--- src/logic/drc_pkg.sv ---
// constants and carrier types for the dram refresh and nibble controller
package drc_pkg;
  localparam int CLK_NS = 25;
  localparam int ROW_COUNT = 256;
  localparam int REFRESH_PERIOD_MS = 4;
  localparam int POWERUP_WAIT_US = 500;
  localparam int INIT_CYCLES = 8;
  // one cycle short of the even split: a refresh deferred behind a burst still lands in time
  localparam int REFRESH_INTERVAL_CYC = (REFRESH_PERIOD_MS * 1000000) / (ROW_COUNT * CLK_NS) - 1;
  localparam int POWERUP_WAIT_CYC = (POWERUP_WAIT_US * 1000 + CLK_NS - 1) / CLK_NS;
  localparam int STROBE_CYC = 4;
  localparam int PRECHARGE_CYC = 3;
  localparam int NIBBLE_LEN = 4;

  typedef struct packed {
    logic [7:0] row;
    logic [7:0] col;
    logic write;
    logic din;
    logic [1:0] count;
  } drc_req_s;

  typedef struct packed {
    logic rasN;
    logic casN;
    logic weN;
    logic [7:0] addr;
    logic din;
  } drc_pins_s;
endpackage

--- src/logic/drc_ctrl.sv ---
// host-side controller: init, refresh scheduling and nibble accesses on the dram pins
`timescale 1ns/1ps
// Notes on behaviour
// - host refreshes all 256 rows within each 4 ms
// - column strobe high at row fall refreshes the addressed row
// - each column strobe toggle advances the low two column bits
// - after power-up wait 500 us then issue eight cycles
// - row strobe idle over 4 ms needs eight reinitialisation cycles
// - row latched on row fall, column on column fall, row rise ends
// - read holds write enable high while both strobes low
module drc_ctrl
  import drc_pkg::*;
#(
  parameter int POWERUP_CYC = POWERUP_WAIT_CYC,
  parameter int REFRESH_CYC = REFRESH_INTERVAL_CYC
) (
  // clock and reset
  input wire logic clk_sys,
  input wire logic nrst,
  // request side
  input wire logic reqValid,
  input wire drc_req_s req,
  output logic reqReady,
  output logic rdValid,
  output logic rdData,
  output logic initDone,
  // dram pins
  output drc_pins_s pins,
  input wire logic dout
);
  // power-up and refresh counters are 16 bits wide; longer spans would silently wrap early
  if (POWERUP_CYC < 1 || POWERUP_CYC > 65536) begin : gBadPowerup
    $error("drc_ctrl: power-up wait out of range");
  end
  if (REFRESH_CYC < 16 || REFRESH_CYC > 65536) begin : gBadRefresh
    $error("drc_ctrl: refresh interval out of range");
  end

  typedef enum logic [2:0] {
    ST_POWERUP, ST_IDLE, ST_ROW, ST_COL, ST_COLHI, ST_CBR, ST_PRECH
  } drc_state_e;

  drc_state_e state_ff;
  logic [15:0] powerCnt_ff;
  logic [15:0] refCnt_ff;
  logic [3:0] initCnt_ff;
  logic [3:0] tCnt_ff;
  logic refPend_ff;
  logic [1:0] left_ff;
  drc_req_s cur_ff;
  drc_pins_s pins_ff;
  logic reqReady_ff;
  logic rdValid_ff;
  logic rdData_ff;
  logic initDone_ff;

  assign pins = pins_ff;
  assign reqReady = reqReady_ff;
  assign rdValid = rdValid_ff;
  assign rdData = rdData_ff;
  assign initDone = initDone_ff;

  // refresh tick: one row per interval keeps 256 rows inside 4 ms; also keeps
  // the row strobe from idling long enough to need reinitialisation
  always_ff @(posedge clk_sys or negedge nrst) begin
    if (!nrst) begin
      refCnt_ff <= '0;
      refPend_ff <= 1'b0;
    end else begin
      if (refCnt_ff == 16'(REFRESH_CYC - 1)) begin
        refCnt_ff <= '0;
        refPend_ff <= 1'b1;
      end else begin
        refCnt_ff <= refCnt_ff + 16'h0001;
        // a tick that lands on the clear leaves the request standing
        if (state_ff == ST_CBR && tCnt_ff == 4'h0) refPend_ff <= 1'b0;
      end
    end
  end

  // power-up pause; stops counting once the wait has elapsed
  always_ff @(posedge clk_sys or negedge nrst) begin
    if (!nrst) begin
      powerCnt_ff <= '0;
    end else if (state_ff == ST_POWERUP && powerCnt_ff != 16'(POWERUP_CYC - 1)) begin
      powerCnt_ff <= powerCnt_ff + 16'h0001;
    end
  end

  // counts the initialisation cycles issued before normal operation
  always_ff @(posedge clk_sys or negedge nrst) begin
    if (!nrst) begin
      initCnt_ff <= '0;
    end else if (state_ff == ST_CBR && tCnt_ff == 4'(STROBE_CYC + 1) && !initDone_ff) begin
      initCnt_ff <= initCnt_ff + 4'h1;
    end
  end

  // read data is taken on the edge that raises the column strobe, while it still stands
  always_ff @(posedge clk_sys or negedge nrst) begin
    if (!nrst) begin
      rdValid_ff <= 1'b0;
      rdData_ff <= 1'b0;
    end else if (state_ff == ST_COL && tCnt_ff == 4'(STROBE_CYC - 1)) begin
      rdValid_ff <= ~cur_ff.write;
      rdData_ff <= dout;
    end else begin
      rdValid_ff <= 1'b0;
    end
  end

  always_ff @(posedge clk_sys or negedge nrst) begin
    if (!nrst) begin
      state_ff <= ST_POWERUP;
      tCnt_ff <= '0;
      left_ff <= '0;
      cur_ff <= '0;
      pins_ff <= '{rasN: 1'b1, casN: 1'b1, weN: 1'b1, addr: 8'h00, din: 1'b0};
      reqReady_ff <= 1'b0;
      initDone_ff <= 1'b0;
    end else begin
      reqReady_ff <= 1'b0;
      case (state_ff)
        ST_POWERUP: begin
          if (powerCnt_ff == 16'(POWERUP_CYC - 1)) begin
            state_ff <= ST_CBR;
            tCnt_ff <= 4'h0;
          end
        end
        ST_IDLE: begin
          // a request offered under ready is honoured first; the pending refresh
          // waits one access at most, which the shortened interval absorbs
          if (reqValid && reqReady_ff) begin
            cur_ff <= req;
            left_ff <= req.count;
            pins_ff.addr <= req.row;
            pins_ff.rasN <= 1'b0;
            state_ff <= ST_ROW;
            tCnt_ff <= 4'h0;
          end else if (refPend_ff) begin
            // column strobe first, then row strobe: device uses its own counter
            pins_ff.casN <= 1'b0;
            state_ff <= ST_CBR;
            tCnt_ff <= 4'h0;
          end else begin
            reqReady_ff <= initDone_ff;
          end
        end
        ST_ROW: begin
          tCnt_ff <= tCnt_ff + 4'h1;
          if (tCnt_ff == 4'h1) pins_ff.addr <= cur_ff.col;
          if (tCnt_ff == 4'h2) begin
            // write enable before column fall gives an early write
            pins_ff.weN <= ~cur_ff.write;
            pins_ff.din <= cur_ff.din;
          end
          if (tCnt_ff == 4'h3) begin
            pins_ff.casN <= 1'b0;
            state_ff <= ST_COL;
            tCnt_ff <= 4'h0;
          end
        end
        ST_COL: begin
          tCnt_ff <= tCnt_ff + 4'h1;
          if (tCnt_ff == 4'(STROBE_CYC - 1)) begin
            pins_ff.casN <= 1'b1;
            tCnt_ff <= 4'h0;
            if (left_ff != 2'b00) begin
              // write enable stays as set, so every bit of a write burst is written
              left_ff <= left_ff - 2'b01;
              state_ff <= ST_COLHI;
            end else begin
              pins_ff.rasN <= 1'b1;
              pins_ff.weN <= 1'b1;
              state_ff <= ST_PRECH;
            end
          end
        end
        ST_COLHI: begin
          // device increments its low column bits and wraps after four
          pins_ff.casN <= 1'b0;
          state_ff <= ST_COL;
        end
        ST_CBR: begin
          tCnt_ff <= tCnt_ff + 4'h1;
          if (tCnt_ff == 4'h0) pins_ff.casN <= 1'b0;
          if (tCnt_ff == 4'h1) pins_ff.rasN <= 1'b0;
          if (tCnt_ff == 4'(STROBE_CYC + 1)) begin
            pins_ff.rasN <= 1'b1;
            pins_ff.casN <= 1'b1;
            state_ff <= ST_PRECH;
            tCnt_ff <= 4'h0;
          end
        end
        ST_PRECH: begin
          tCnt_ff <= tCnt_ff + 4'h1;
          if (tCnt_ff == 4'(PRECHARGE_CYC - 1)) begin
            tCnt_ff <= 4'h0;
            if (!initDone_ff && initCnt_ff != 4'(INIT_CYCLES)) begin
              state_ff <= ST_CBR;
            end else begin
              initDone_ff <= 1'b1;
              state_ff <= ST_IDLE;
            end
          end
        end
        default: state_ff <= ST_IDLE;
      endcase
    end
  end
endmodule

--- config.mk ---
export PLATFORM = sky130hd
export DESIGN_NAME = drc_ctrl
export DESIGN_NICKNAME = d
export VERILOG_FILES = /design/src/logic/drc_pkg.sv /design/src/logic/drc_ctrl.sv
export SDC_FILE = /design/constraint.sdc
export NUM_CORES = 1
export LEC_CHECK = 0
export BUFFER_PORTS_ARGS = -buffer_cell sky130_fd_sc_hd__buf_2
export CAP_MARGIN = 20
export CORE_ASPECT_RATIO = 1.25
export CORE_UTILIZATION = 60
export CTS_CLUSTER_SIZE = 8
export DETAILED_ROUTE_END_ITERATION = 8
export PLACE_DENSITY = 0.92
export SYNTH_ARGS = -nofsm -noshare
export SYNTH_HDL_FRONTEND = slang
export SYNTH_SLANG_ARGS = --single-unit
--- constraint.sdc ---
create_clock -name clk_sys -period 5 [get_ports clk_sys]
set_input_delay 1 -clock clk_sys [delete_from_list [all_inputs] [get_ports clk_sys]]
set_output_delay 1 -clock clk_sys [all_outputs]
set_load 0.005 [all_outputs]
* After elaboration in Yosys (flattened, before gate mapping)
Index checks and enable logic that the tools add are counted.
** Cells by class
- Add/sub/neg operators :: 5
- Equality and inequality tests :: 29
- Multiplexer cells :: 44
- Bitwise operators :: 2
- Reduce and logical (&&, ||, !) cells :: 29
** Operators by type and width (number)
- $add A16 B1 Y16 const B :: 2
- $mux W3 :: 9
- $mux W4 :: 6
- $pmux W3 S7 :: 1
- $pmux W4 S5 :: 1
- $eq A16 B10 Y1 const B :: 1
- $eq A16 B15 Y1 const B :: 1
- $mux W16 :: 1
- $mux W8 :: 2
- $ne A16 B15 Y1 const B :: 1
- $ne A2 B2 Y1 const B :: 8
- $pmux W8 S2 :: 1
- $mux W1 :: 14
- $reduce_and A6 Y1 :: 2
- $mux W2 :: 5
- $reduce_bool A2 Y1 :: 5
- $reduce_bool A5 Y1 :: 2
- $eq A3 B3 Y1 const B :: 3
- $reduce_and A3 Y1 :: 3
- $add A4 B1 Y4 const B :: 2
- $eq A4 B2 Y1 const B :: 2
- $ne A2 B1 Y1 const B :: 4
- $reduce_and A4 Y1 :: 2
- $logic_and A1 B1 Y1 :: 7
- other kinds (21) :: 24
** Storage, ports and cells
- Flip-flop bits (word level) :: 72
- Input port bits :: 24

* Logic depth before layout (Yosys ltp)
Gate-level depths: netlist of run 1.
- Depth after elaboration :: 5
- Gate-level depth with buffers :: 7
- Depth with buffers taken out :: 6

* Least setup slack after synthesis of run 1
OpenSTA, ideal clock, no wires.
- Path type :: register to register
- Start :: reg tCnt_ff[0]
- End :: reg state_ff[0]
- Data arrival time :: 2143 ps
- Data required time :: 4875 ps
- Path slack :: 2732 ps
- Cell stages (with the launch flop) :: 7
- Path buffers :: 0
- Clock period less this slack :: 2268 ps
- Path through :: dfrtp_1 > inv_1 > ha_1 > or3b_1 > a222oi_1 > nand3_2 > mux2_4
** Between the ends
- Cells in the longest elaborated chain, start to end :: 3
- Elaborated cells on any way between the ends :: 8
- Classes of those cells :: eq/ne: 7; reduce/logical: 1
** Ends and longest elaborated chain
- from (decl) :: line drc_ctrl.sv:47 : logic [3:0] tCnt_ff;
- from (signal assigned) :: line drc_ctrl.sv:150 : tCnt_ff <= tCnt_ff + 4'h1;
- from (signal assigned) :: line drc_ctrl.sv:164 : tCnt_ff <= tCnt_ff + 4'h1;
- from (signal assigned) :: line drc_ctrl.sv:185 : tCnt_ff <= tCnt_ff + 4'h1;
- $eq A4 B2 Y1, or another cell as far along :: line drc_ctrl.sv:197 : if (tCnt_ff == 4'(PRECHARGE_CYC - 1)) begin
- $ne A2 B2 Y1 (no line) / $ne A2 B1 Y1 (equally long branches)
- $reduce_and A6 Y1 (no line) (*)
- to (signal assigned) :: line drc_ctrl.sv:200 : state_ff <= ST_CBR;
- to (signal assigned) :: line drc_ctrl.sv:203 : state_ff <= ST_IDLE;
- to (signal assigned) :: line drc_ctrl.sv:207 : default: state_ff <= ST_IDLE;
- to (decl) :: line drc_ctrl.sv:43 : drc_state_e state_ff;
Every way passes the cells marked *; elsewhere a longest branch is shown, timed or not.
A chain may end at the register's enable or synchronous reset.

* Worst setup path after layout of run 1
Ends and elaborated chain as after synthesis.

==> impl_metrics.py, run 1 <==
metrics = {
    "timing": {
        "relSlewSlack_pct": 28.53,
        "skew_ns": 0.009521,
        "min_period_over_period_pct": 53.07,
        "period_minus_slack_ns": 2.653,
        "hold_viol": 0,
        "finalSetupViolCount": 0,
        "rsz0062_at_grt": "no",
        "tns_ns": 0,
        "fmax_mhz": 376.9,
        "tightest_slew_ns": 1.072,
        "slew_viol_final": 0,
        "finalWorstSetupSlack_ns": 2.347,
    },
    "global_routing": {
        "grt_use_met1_pct": 30.33,
        "grt_max_degree": 43,
        "grt_pass1_vias": 2637,
        "grt_busiest_layer": "met2",
        "grtUsageMet2_pct": 42.28,
        "global_route.usage.met3_pct": 4.258,
        "grt_pass1_wl_um": 11840,
        "grt_use_total_pct": 24.93,
        "antenna_found_initial": 0,
        "grt_overflow": 0,
    },
    "yosys": {
        "yosysWarnings": 0,
        "syn-cell-area_sq_mm": 0.003531,
        "ys.flop_type": "dfrtp_1",
        "netlist_instances": 327,
        "synth-seq-cells": 72,
        "synth_edf_count": 0,
        "yosys-top-cells-area": "dfrtp_1 (49%), xnor2_1 (5.7%), mux2_2 (5.1%), ha_1 (3.2%), nand2_1 (3.2%)",
        "synthesis.nets": 360,
        "yosysSeqAreaShare_pct": 51.13,
        "yosysMostFrequentCell": "dfrtp_1",
        "ys_types": 51,
        "synth_top_area_share_pct": 48.90,
        "yosys.area.top_type": "dfrtp_1",
        "ys_async_sr_fraction_pct": 100.0,
        "synth_commonest_cells": "dfrtp_1 (69), nand2_1 (30), xnor2_1 (23)",
        "syn_area_per_cell_sq_um": 10.80,
    },
    "place": {
        "pre_cts_slack_ns": 2.366,
        "dp_hpwl_um": 4957,
        "dp.cells": 420,
        "gp_congestion": 0.9194,
        "placed_cell_area_sq_mm": 0.003771,
        "portBuffers": 39,
    },
    "setup_path": {
        "worstPathRequired_ns": 5.23,
        "arrival_ns": 2.89,
        "crit_path_end_kind": "flop",
        "path_buf_inv": 1,
        "critPathLaunchType": "flop",
        "crit_fanout": 7,
        "critPathKind": "flop to flop",
        "critPathMaxStageDelay_ns": 0.85,
        "critPathSlowestCell": "a222oi_1",
        "crit_family": "compound AO/OA/AOI/OAI gates",
        "crit_chain": "inv_1 -> ha_1 -> or3b_1 -> a222oi_1 -> nand3_2 -> mux2_4",
    },
    "cts": {
        "cts_buffer_depth": 2,
        "ctsHtreeMaxLevel": 3,
        "clkTransAtPathRegs_ns": 0.08,
        "cts_hold_repair.buffers": 0,
        "cts_root_buffer": "clkbuf_8",
        "cts_made_buffers": 9,
        "cts_tree": "yes",
        "cts_resized": 0,
        "post_cts_buffers": 0,
        "cts_sinks": 72,
        "insertion_delay_ns": 0.35,
    },
    "routing": {
        "wl_um": 6972,
        "viasPerCell": 6.014,
        "wl_per_cell_um": 15.99,
        "drc": 8,
        "ant_nets": 0,
        "first_pass_iters": 7,
        "num_vias": 2622,
        "drtIter0Drc": 210,
    },
    "die": {
        "num_rows": 30,
        "ioPinCount": 40,
        "start_util_pct": 63.56,
        "core-area_sq_mm": 0.005555,
        "die_y_um": 87.77,
        "dieArea_sq_mm": 0.006198,
        "fp.dieW_um": 70.62,
    },
    "power": {
        "power_frac_seq_pct": 55.0,
        "pwr-share-comb_pct": 2.1,
        "internal_power_mw": 0.8333,
        "ir_worst_vdd_uv": 160.3,
        "sw_frac_of_total_pct": 21.24,
        "p_per_area_mw_per_mm2": 266.6,
        "leakagePower_nw": 1.898,
        "clock_power_share_pct": 42.9,
        "power_switching_mw": 0.2247,
    },
    "run": {
        "cap_violations": 0,
    },
    "cells_and_area": {
        "fill_cells": 391,
        "drive_above_1_share_pct": 22.31,
        "diodes": 0,
        "fin_cells": 436,
        "area_growth_pct": 12.40,
        "final_area_sq_mm": 0.003969,
        "nets": 400,
        "final_core_util_pct": 71.44,
    },
    "status": {
        "violations": "design-rule violations",
        "outcome": "finished with violations",
    },
    "hold_path": {
        "hp-class": "flop to flop",
    },
}
## per-layer routing
layer / up-vias / routed length (um)
met5: - / 0
met4: 0 / 153
met3: 13 / 304
met2: 67 / 3509
met1: 1302 / 3005
li1: 1240 / -
## layout by cell type (no fill, tap or decap), types with 12 or more instances in the layout
master	count
o21ai_0	15
buf_2	39
inv_1	12
nand4_1	13
xnor2_1	23
dfrtp_1	69
nor2_1	18
mux2_2	16
nand3_1	15
nand2_1	30
## final cells by class
| class | instances | area [sq um] | area share (%) |
|---|---|---|---|
| Sequential cell | 72 | 1805 | 45.49 |
| Multi-Input combinational cell | 231 | 1630 | 41.08 |
| Timing Repair Buffer | 41 | 210.2 | 5.296 |
| Clock buffer | 11 | 141.4 | 3.562 |
| Tap cell | 64 | 80.08 | 2.018 |
| Clock inverter | 5 | 56.30 | 1.419 |
| Inverter | 12 | 45.04 | 1.135 |
## power by group through the flow
stage	Combinational [mW]	Sequential (mW)	Clock, mW
3_3_place_gp	0.0226	0.593	0
2_1_floorplan	0.00205	0.594	0
3_5_place_dp	0.0233	0.593	0
6_report	0.0224	0.582	0.454
5_1_grt	0.0261	0.582	0.485
4_1_cts	0.0233	0.582	0.460
## registers in the layout (all words and copies together), names as in the netlist
name	flops
powerCnt_ff	16
refCnt_ff	16
pins	12
cur_ff	10
initCnt_ff	4
tCnt_ff	4
state_ff	3
left_ff	2
initDone	1
rdData	1
rdValid	1
refPend_ff	1
reqReady	1
## worst paths after layout
kind | slack (ns) | cells after the start | endpoint | from
setup / recovery | 2.35 | 6 | state_ff[0] | tCnt_ff[0]
hold / removal | 0.47 | 1 | powerCnt_ff[11] | powerCnt_ff[11]
setup reg to reg | 2.35 | 6 | state_ff[0] | tCnt_ff[0]
hold reg to reg | 0.47 | 1 | powerCnt_ff[11] | powerCnt_ff[11]
max in group asynchronous | 3.34 | 2 | pins[9] | nrst
min in group asynchronous | 0.68 | 1 | refCnt_ff[8] | nrst
## through the flow
stage	total power, mW	hold slack, ns
floorplan	0.5956	0.4287
global placement	0.6159	0.4537
detailed placement	0.6166	0.4611
CTS	1.065	0.4756
global route	1.093	0.4836
finish	1.058	0.4714
## worst register-to-register path: cells and delay by family (launching register included)
kind,cells,cell delay (ns)
AO/OA/AOI/OAI,1,0.85
adder cells (fa/ha/maj),1,0.21
buffers and inverters,1,0.14
flip-flops,1,0.42
multiplexers,1,0.34
AND/OR/NAND/NOR,2,0.58
## cells by family (layout without fill, tap and decap cells)
group	Yosys count	in the layout	synth area share, %
compound gates	37	37	7.371
xor+xnor	32	32	7.938
fa+ha+maj	9	9	3.189
buf+inv	24	69	2.835
flops	72	72	51.13
mux	25	25	7.796
simple gates	128	128	19.74
Note: power is estimated with default switching activity, not from simulation.
==> run 2, diff against run 1 <==
--- a/config.mk
+++ b/config.mk
@@ -5,13 +5,14 @@
 export SDC_FILE = /design/constraint.sdc
 export NUM_CORES = 1
 export LEC_CHECK = 0
+export ABC_AREA = 1
 export BUFFER_PORTS_ARGS = -buffer_cell sky130_fd_sc_hd__buf_2
 export CAP_MARGIN = 20
 export CORE_ASPECT_RATIO = 1.25
-export CORE_UTILIZATION = 60
+export CORE_UTILIZATION = 53
 export CTS_CLUSTER_SIZE = 8
 export DETAILED_ROUTE_END_ITERATION = 8
-export PLACE_DENSITY = 0.92
+export PLACE_DENSITY = 0.86
 export SYNTH_ARGS = -nofsm -noshare
 export SYNTH_HDL_FRONTEND = slang
 export SYNTH_SLANG_ARGS = --single-unit
==> constraint.sdc (replaced) <==
create_clock -name clk_sys -period 2.4 [get_ports clk_sys]
set_input_delay 0.48 -clock clk_sys [delete_from_list [all_inputs] [get_ports clk_sys]]
set_output_delay 0.48 -clock clk_sys [all_outputs]
set_load 0.005 [all_outputs]
==> run 2 against run 1 <==
The flow now finishes without violations; final cell count grew 48%; highest routed layer unchanged; total power grew 140%; via count grew 29%; critical path type unchanged; largest power group is now the clock network.
==> impl_metrics.py, run 2 <==
metrics = {
    "status": {
        "outcome": "complete, no violations",
    },
    "place": {
        "dp.cells": 629,
        "portBuffers": 39,
        "dp_hpwl_um": 5708,
        "gp_congestion": 0.8602,
    },
    "timing": {
        "slew_viol_final": 0,
        "tightest_slew_ns": 0.5754,
        "fmax_mhz": 492.4,
        "hold_viol": 0,
        "skew_ns": 0.01085,
        "min_period_over_period_pct": 84.62,
        "tns_ns": 0,
        "hold-worst-slack_ns": 0.1078,
        "rsz0062_at_grt": "no",
        "period_minus_slack_ns": 2.031,
        "relSlewSlack_pct": 61.64,
        "finalSetupViolCount": 0,
    },
    "setup_path": {
        "cp_common_cell": "o21ai_0",
        "critPathSlowestCell": "inv_1",
        "regToRegSetupSlack_ns": 0.37,
        "crit_fanout": 21,
        "crit_family": "simple AND/OR/NAND/NOR gates",
        "timing.rr.start": "powerCnt_ff[1]",
        "worstPathRequired_ns": 2.68,
        "crit_chain": "ha_1 -> nand3_1 -> nor2_1 -> nand2_1 -> nand2_2 -> inv_1 -> o21ai_0 -> o21ai_0",
        "timing.rr.end": "powerCnt_ff[7]",
        "arrival_ns": 2.31,
        "critPathMaxStageDelay_ns": 0.49,
        "critPathKind": "flop to flop",
        "path_buf_inv": 1,
        "critPathLaunchType": "flop",
        "crit_path_end_kind": "flop",
        "rr_worst_depth": 8,
    },
    "power": {
        "clock_power_share_pct": 50.3,
        "p_per_area_mw_per_mm2": 574.9,
        "sw_frac_of_total_pct": 20.32,
        "power_switching_mw": 0.5183,
        "leakagePower_nw": 2.351,
        "fin_total_pwr_mw": 2.551,
        "pwr-share-comb_pct": 2.1,
        "internal_power_mw": 2.033,
        "power_frac_seq_pct": 47.6,
        "ir_worst_vdd_uv": 392.5,
    },
    "yosys": {
        "yosysSeqAreaShare_pct": 46.38,
        "netlist_instances": 506,
        "syn_area_per_cell_sq_um": 7.693,
        "synth_edf_count": 0,
        "ys_types": 27,
        "yosys-top-cells-area": "dfrtp_1 (44%), nand2_1 (14%), inv_1 (7.6%), nand3_1 (4.6%), nor2_1 (4.3%)",
        "synthesis.nets": 539,
        "yosysMostFrequentCell": "nand2_1",
        "yosysWarnings": 0,
        "ys_async_sr_fraction_pct": 100.0,
        "synth_top_area_share_pct": 44.36,
        "synth-seq-cells": 72,
        "yosys.area.top_type": "dfrtp_1",
        "ys.flop_type": "dfrtp_1",
        "synth_commonest_cells": "nand2_1 (147), inv_1 (79), dfrtp_1 (69)",
        "syn-cell-area_sq_mm": 0.003892,
    },
    "die": {
        "start_util_pct": 55.45,
        "fp.dieW_um": 78.65,
        "core-area_sq_mm": 0.007019,
        "ioPinCount": 40,
        "num_rows": 34,
        "dieArea_sq_mm": 0.007693,
        "die_y_um": 97.82,
    },
    "cts": {
        "cts_root_buffer": "clkbuf_8",
        "insertion_delay_ns": 0.36,
        "cts_hold_repair.buffers": 0,
        "cts_resized": 0,
        "cts_sinks": 72,
        "cts_buffer_depth": 2,
        "ctsHtreeMaxLevel": 3,
        "cts_tree": "yes",
        "cts_made_buffers": 9,
        "clkTransAtPathRegs_ns": 0.08,
        "post_cts_buffers": 0,
    },
    "cells_and_area": {
        "final_common_cell": "nand2_1",
        "area_growth_pct": 13.98,
        "final_cell_mix": "nand2_1 (147), inv_1 (79), dfrtp_1 (69), nor2_1 (45), buf_2 (39)",
        "diodes": 0,
        "nets": 583,
        "drive_above_1_share_pct": 13.87,
        "fin_cells": 645,
    },
    "routing": {
        "ant_nets": 0,
        "viasPerCell": 5.243,
        "wl_um": 8132,
        "drc": 0,
        "first_pass_iters": 6,
        "num_vias": 3382,
        "drtIter0Drc": 201,
        "wl_per_cell_um": 12.61,
    },
    "global_routing": {
        "grt_max_degree": 50,
        "antenna_found_initial": 0,
        "grt_pass1_vias": 3266,
        "grt_overflow": 0,
        "grt_use_total_pct": 23.05,
        "grt_pass1_wl_um": 13880,
    },
    "hold_path": {
        "hp-class": "primary input to async pin",
    },
    "run": {
        "cap_violations": 0,
    },
}
## run 2: cell count changes after synthesis, moves of 7 or more
| cell | change |
|---|---|
| nand3_1 | +21 |
| xor2_1 | +8 |
| nor2_1 | +27 |
| mux2_2 | -12 |
| o21ai_0 | +17 |
| inv_1 | +67 |
| mux2i_1 | -8 |
| nand2b_1 | -7 |
| clkbuf_1 | -9 |
| a21oi_1 | +9 |
| nand2_1 | +117 |
| xnor2_1 | -19 |
## run 2: metrics by stage
step,utilization (%),cell area (sq um),setup WS (ns)
finish,63.21,4437,0.3691
global route,63.21,4437,0.1815
CTS,63.21,4437,0.3909
detailed placement,59.41,4170,0.4033
global placement,59.41,4170,0.5175
floorplan,-,3892,0.8894
## run 2: metal layers
metal / up-vias / global-route usage [%] / share of wire [%]
met2: 93 / 41.00 / 53
met5: - / 0 / 0
li1: 1681 / - / -
met1: 1586 / 25.78 / 41
met3: 22 / 5.234 / 3.4
met4: 0 / 10.68 / 2.5
## run 2: cell families after synthesis
group | count (synthesis) | share of synthesized area [%]
and+or+nand+nor | 264 | 29.09
buffers and inverters | 89 | 9.193
DFF | 72 | 46.38
AOI/OAI and AO/OA | 47 | 6.557
xor gates and xnor gates | 21 | 4.725
adders and majority gates | 9 | 2.893
muxes | 4 | 1.157
## run 2: worst max path at each step
stage	from	end	slack, ns	depth (start not counted)
global placement	powerCnt_ff[1]	powerCnt_ff[2]	0.52	9
detailed placement	powerCnt_ff[0]	powerCnt_ff[7]	0.40	8
finish	powerCnt_ff[1]	powerCnt_ff[7]	0.37	8
global route	powerCnt_ff[1]	powerCnt_ff[2]	0.18	9
floorplan	powerCnt_ff[1]	powerCnt_ff[7]	0.89	9
CTS	powerCnt_ff[1]	powerCnt_ff[7]	0.39	8
## run 2: power by group through the flow
| stage | Sequential, mW | Combinational, mW | Clock, mW |
|---|---|---|---|
| floorplan | 1.24 | 0.00716 | 0 |
| global placement | 1.24 | 0.0545 | 0 |
| detailed placement | 1.24 | 0.0553 | 0 |
| CTS | 1.21 | 0.0553 | 1.29 |
| global route | 1.21 | 0.0621 | 1.35 |
| finish | 1.21 | 0.0534 | 1.28 |
## run 2: area by class of cell
cell class                 instances  area (sq um)
tap                               90         112.6
timing repair buffer              40         215.2
inverter                          82         307.8
clock buffer                       9         123.9
clock inverter                     7         142.6
fill                             578          2582
sequential                        72          1805
multi-input combinational        345          1729
## run 2: worst reg2reg max path, delay by kind of cell, from the launching register on
family	cells	cell delay, ns
AND/OR/NAND/NOR	4	0.54
buffers and inverters	1	0.49
flip-flops	1	0.41
AO/OA/AOI/OAI	2	0.26
adder cells (fa/ha/maj)	1	0.25
==> run 3, diff against run 2 <==
--- a/config.mk
+++ b/config.mk
@@ -9,10 +9,10 @@
 export BUFFER_PORTS_ARGS = -buffer_cell sky130_fd_sc_hd__buf_2
 export CAP_MARGIN = 20
 export CORE_ASPECT_RATIO = 1.25
-export CORE_UTILIZATION = 53
+export CORE_UTILIZATION = 59
 export CTS_CLUSTER_SIZE = 8
 export DETAILED_ROUTE_END_ITERATION = 8
-export PLACE_DENSITY = 0.86
+export PLACE_DENSITY = 0.9
 export SYNTH_ARGS = -nofsm -noshare
 export SYNTH_HDL_FRONTEND = slang
 export SYNTH_SLANG_ARGS = --single-unit
==> constraint.sdc (replaced) <==
create_clock -name clk_sys -period 1.92 [get_ports clk_sys]
set_input_delay 0.384 -clock clk_sys [delete_from_list [all_inputs] [get_ports clk_sys]]
set_output_delay 0.384 -clock clk_sys [all_outputs]
set_load 0.005 [all_outputs]
==> run 3 against run 2 <==
Via count increased by 3.0%; total power grew 1.8%; clock-buffer cell count did not move; sequential share of layout area increased by 0.53 points; combinational power up 24%; largest power group is now registers.
==> impl_metrics.py, run 3 (synthesized netlist as in run 2, its figures left out) <==
metrics = {
    "status": {
        "outcome": "complete, no violations",
    },
    "place": {
        "dp_hpwl_um": 5885,
        "dp.cells": 627,
        "portBuffers": 39,
        "gp_congestion": 0.9285,
        "pre_cts_slack_ns": 0.07816,
    },
    "cells_and_area": {
        "final_common_cell": "nand2_1",
        "diodes": 0,
        "nets": 589,
        "area_growth_pct": 12.50,
        "final_core_util_pct": 69.67,
        "drive_above_1_share_pct": 14.82,
        "final_cell_mix": "nand2_1 (147), inv_1 (78), dfrtp_1 (69), nor2_1 (45), buf_2 (39)",
        "fin_cells": 645,
    },
    "routing": {
        "num_vias": 3483,
        "wl_um": 8316,
        "wl_per_cell_um": 12.89,
        "viasPerCell": 5.400,
        "ant_nets": 0,
        "drtIter0Drc": 321,
        "first_pass_iters": 5,
        "drc": 0,
    },
    "timing": {
        "tightest_slew_ns": 0.5543,
        "slew_viol_final": 0,
        "tns_ns": 0,
        "fmax_mhz": 564.2,
        "period_minus_slack_ns": 1.772,
        "hold_viol": 0,
        "relSlewSlack_pct": 63.05,
        "hold-worst-slack_ns": 0.01908,
        "finalSetupViolCount": 0,
        "finalWorstSetupSlack_ns": 0.1477,
        "min_period_over_period_pct": 92.31,
        "skew_ns": 0.007084,
    },
    "hold_path": {
        "hp-class": "primary input to async pin",
    },
    "global_routing": {
        "grt_overflow": 0,
        "grt_pass1_vias": 3223,
        "antenna_found_initial": 0,
        "grt_pass1_wl_um": 13740,
        "grt_max_degree": 73,
        "grt_use_total_pct": 26.00,
    },
    "cts": {
        "cts_root_buffer": "clkbuf_8",
        "insertion_delay_ns": 0.35,
        "cts_hold_repair.buffers": 0,
        "cts_buffer_depth": 2,
        "cts_sinks": 72,
        "clkTransAtPathRegs_ns": 0.08,
        "cts_made_buffers": 9,
        "ctsHtreeMaxLevel": 3,
        "cts_tree": "yes",
    },
    "setup_path": {
        "cp_common_cell": "o21ai_0",
        "crit_path_end_kind": "flop",
        "crit_cells": 8,
        "path_buf_inv": 1,
        "critPathSlowestCell": "dfrtp_1",
        "crit_fanout": 10,
        "crit_chain": "ha_1 -> nand3_1 -> nor2_1 -> nand2_1 -> nand2_4 -> clkinvlp_4 -> o21ai_0 -> o21ai_0",
        "worstPathRequired_ns": 2.15,
        "critPathLaunchType": "flop",
        "critPathMaxStageDelay_ns": 0.40,
        "critPathKind": "flop to flop",
        "crit_family": "simple AND/OR/NAND/NOR gates",
        "arrival_ns": 2.00,
        "rr_worst_depth": 8,
    },
    "die": {
        "num_rows": 32,
        "core-area_sq_mm": 0.006286,
        "ioPinCount": 40,
        "dieArea_sq_mm": 0.006928,
        "start_util_pct": 61.92,
        "die_y_um": 92.81,
        "fp.dieW_um": 74.65,
    },
    "run": {
        "cap_violations": 0,
    },
    "power": {
        "ir_worst_vdd_uv": 550.2,
        "leakagePower_nw": 2.297,
        "p_per_area_mw_per_mm2": 593.2,
    },
}
## run 3: cell count changes in the layout (fill, tap and decap cells not counted)
cell	change
clkinvlp_4	+7
bufinv_16	-4
inv_6	-1
nand2_4	+1
clkinv_2	+2
inv_1	-1
clkinv_4	-1
nand2_2	-1
buf_4	+3
## run 3: final cells by class
type                            count  area (sq um)
Tap cell                           85         106.4
Clock inverter                      6         37.54
Sequential cell                    72          1805
Multi-Input combinational cell    345          1734
Inverter                           82         311.5
Fill cell                         477          1907
Clock buffer                        9         123.9
Timing Repair Buffer               43         237.7
Timing Repair inverter              3         22.52
## run 3: report_power, final
group	leakage (nW)	internal, mW	switching (mW)
registers	0.885	1.52	0.000501
logic	1.34	0.0260	0.0401
clock network	0.0769	0.453	0.561
total	2.30	2.00	0.602
## run 3: metal layers
| metal | up-vias | global-route usage [%] | wire [um] |
|---|---|---|---|
| met2 | 122 | 44.59 | 4330 |
| met3 | 19 | 6.202 | 395 |
| met4 | 0 | 10.69 | 172 |
| li1 | 1681 | - | - |
| met5 | - | 0 | 0 |
| met1 | 1661 | 30.52 | 3418 |
## run 3: worst reg2reg max path: cells and delay by family, from the launching register on
kind,cells,cell delay (ns)
AND/OR/NAND/NOR,4,0.61
adder cells (fa/ha/maj),1,0.25
flip-flops,1,0.40
AO/OA/AOI/OAI,2,0.20
buffers and inverters,1,0.20
## run 3: what timing repair did
item	CTS	global route
gates resized for setup	0	5
buffers inserted	0	0
endpoints found under the setup margin	0	12
## run 3: worst paths after layout
kind | startpoint | end | slack [ns]
min reg2reg | refCnt_ff[0] | refCnt_ff[0] | 0.46
max reg2reg | powerCnt_ff[1] | powerCnt_ff[7] | 0.15
max in group asynchronous | nrst | pins[9] | 1.54
min | nrst | powerCnt_ff[12] | 0.02
min in group clk_sys | dout | rdData | 0.24
max | powerCnt_ff[1] | powerCnt_ff[7] | 0.15
## run 3: stage by stage
stage	power (mW)	instance area, sq um
4_1_cts	2.623	4348
3_3_place_gp	1.615	4187
3_5_place_dp	1.615	4187
2_1_floorplan	1.556	3892
6_report	2.598	4379
5_1_grt	2.682	4379
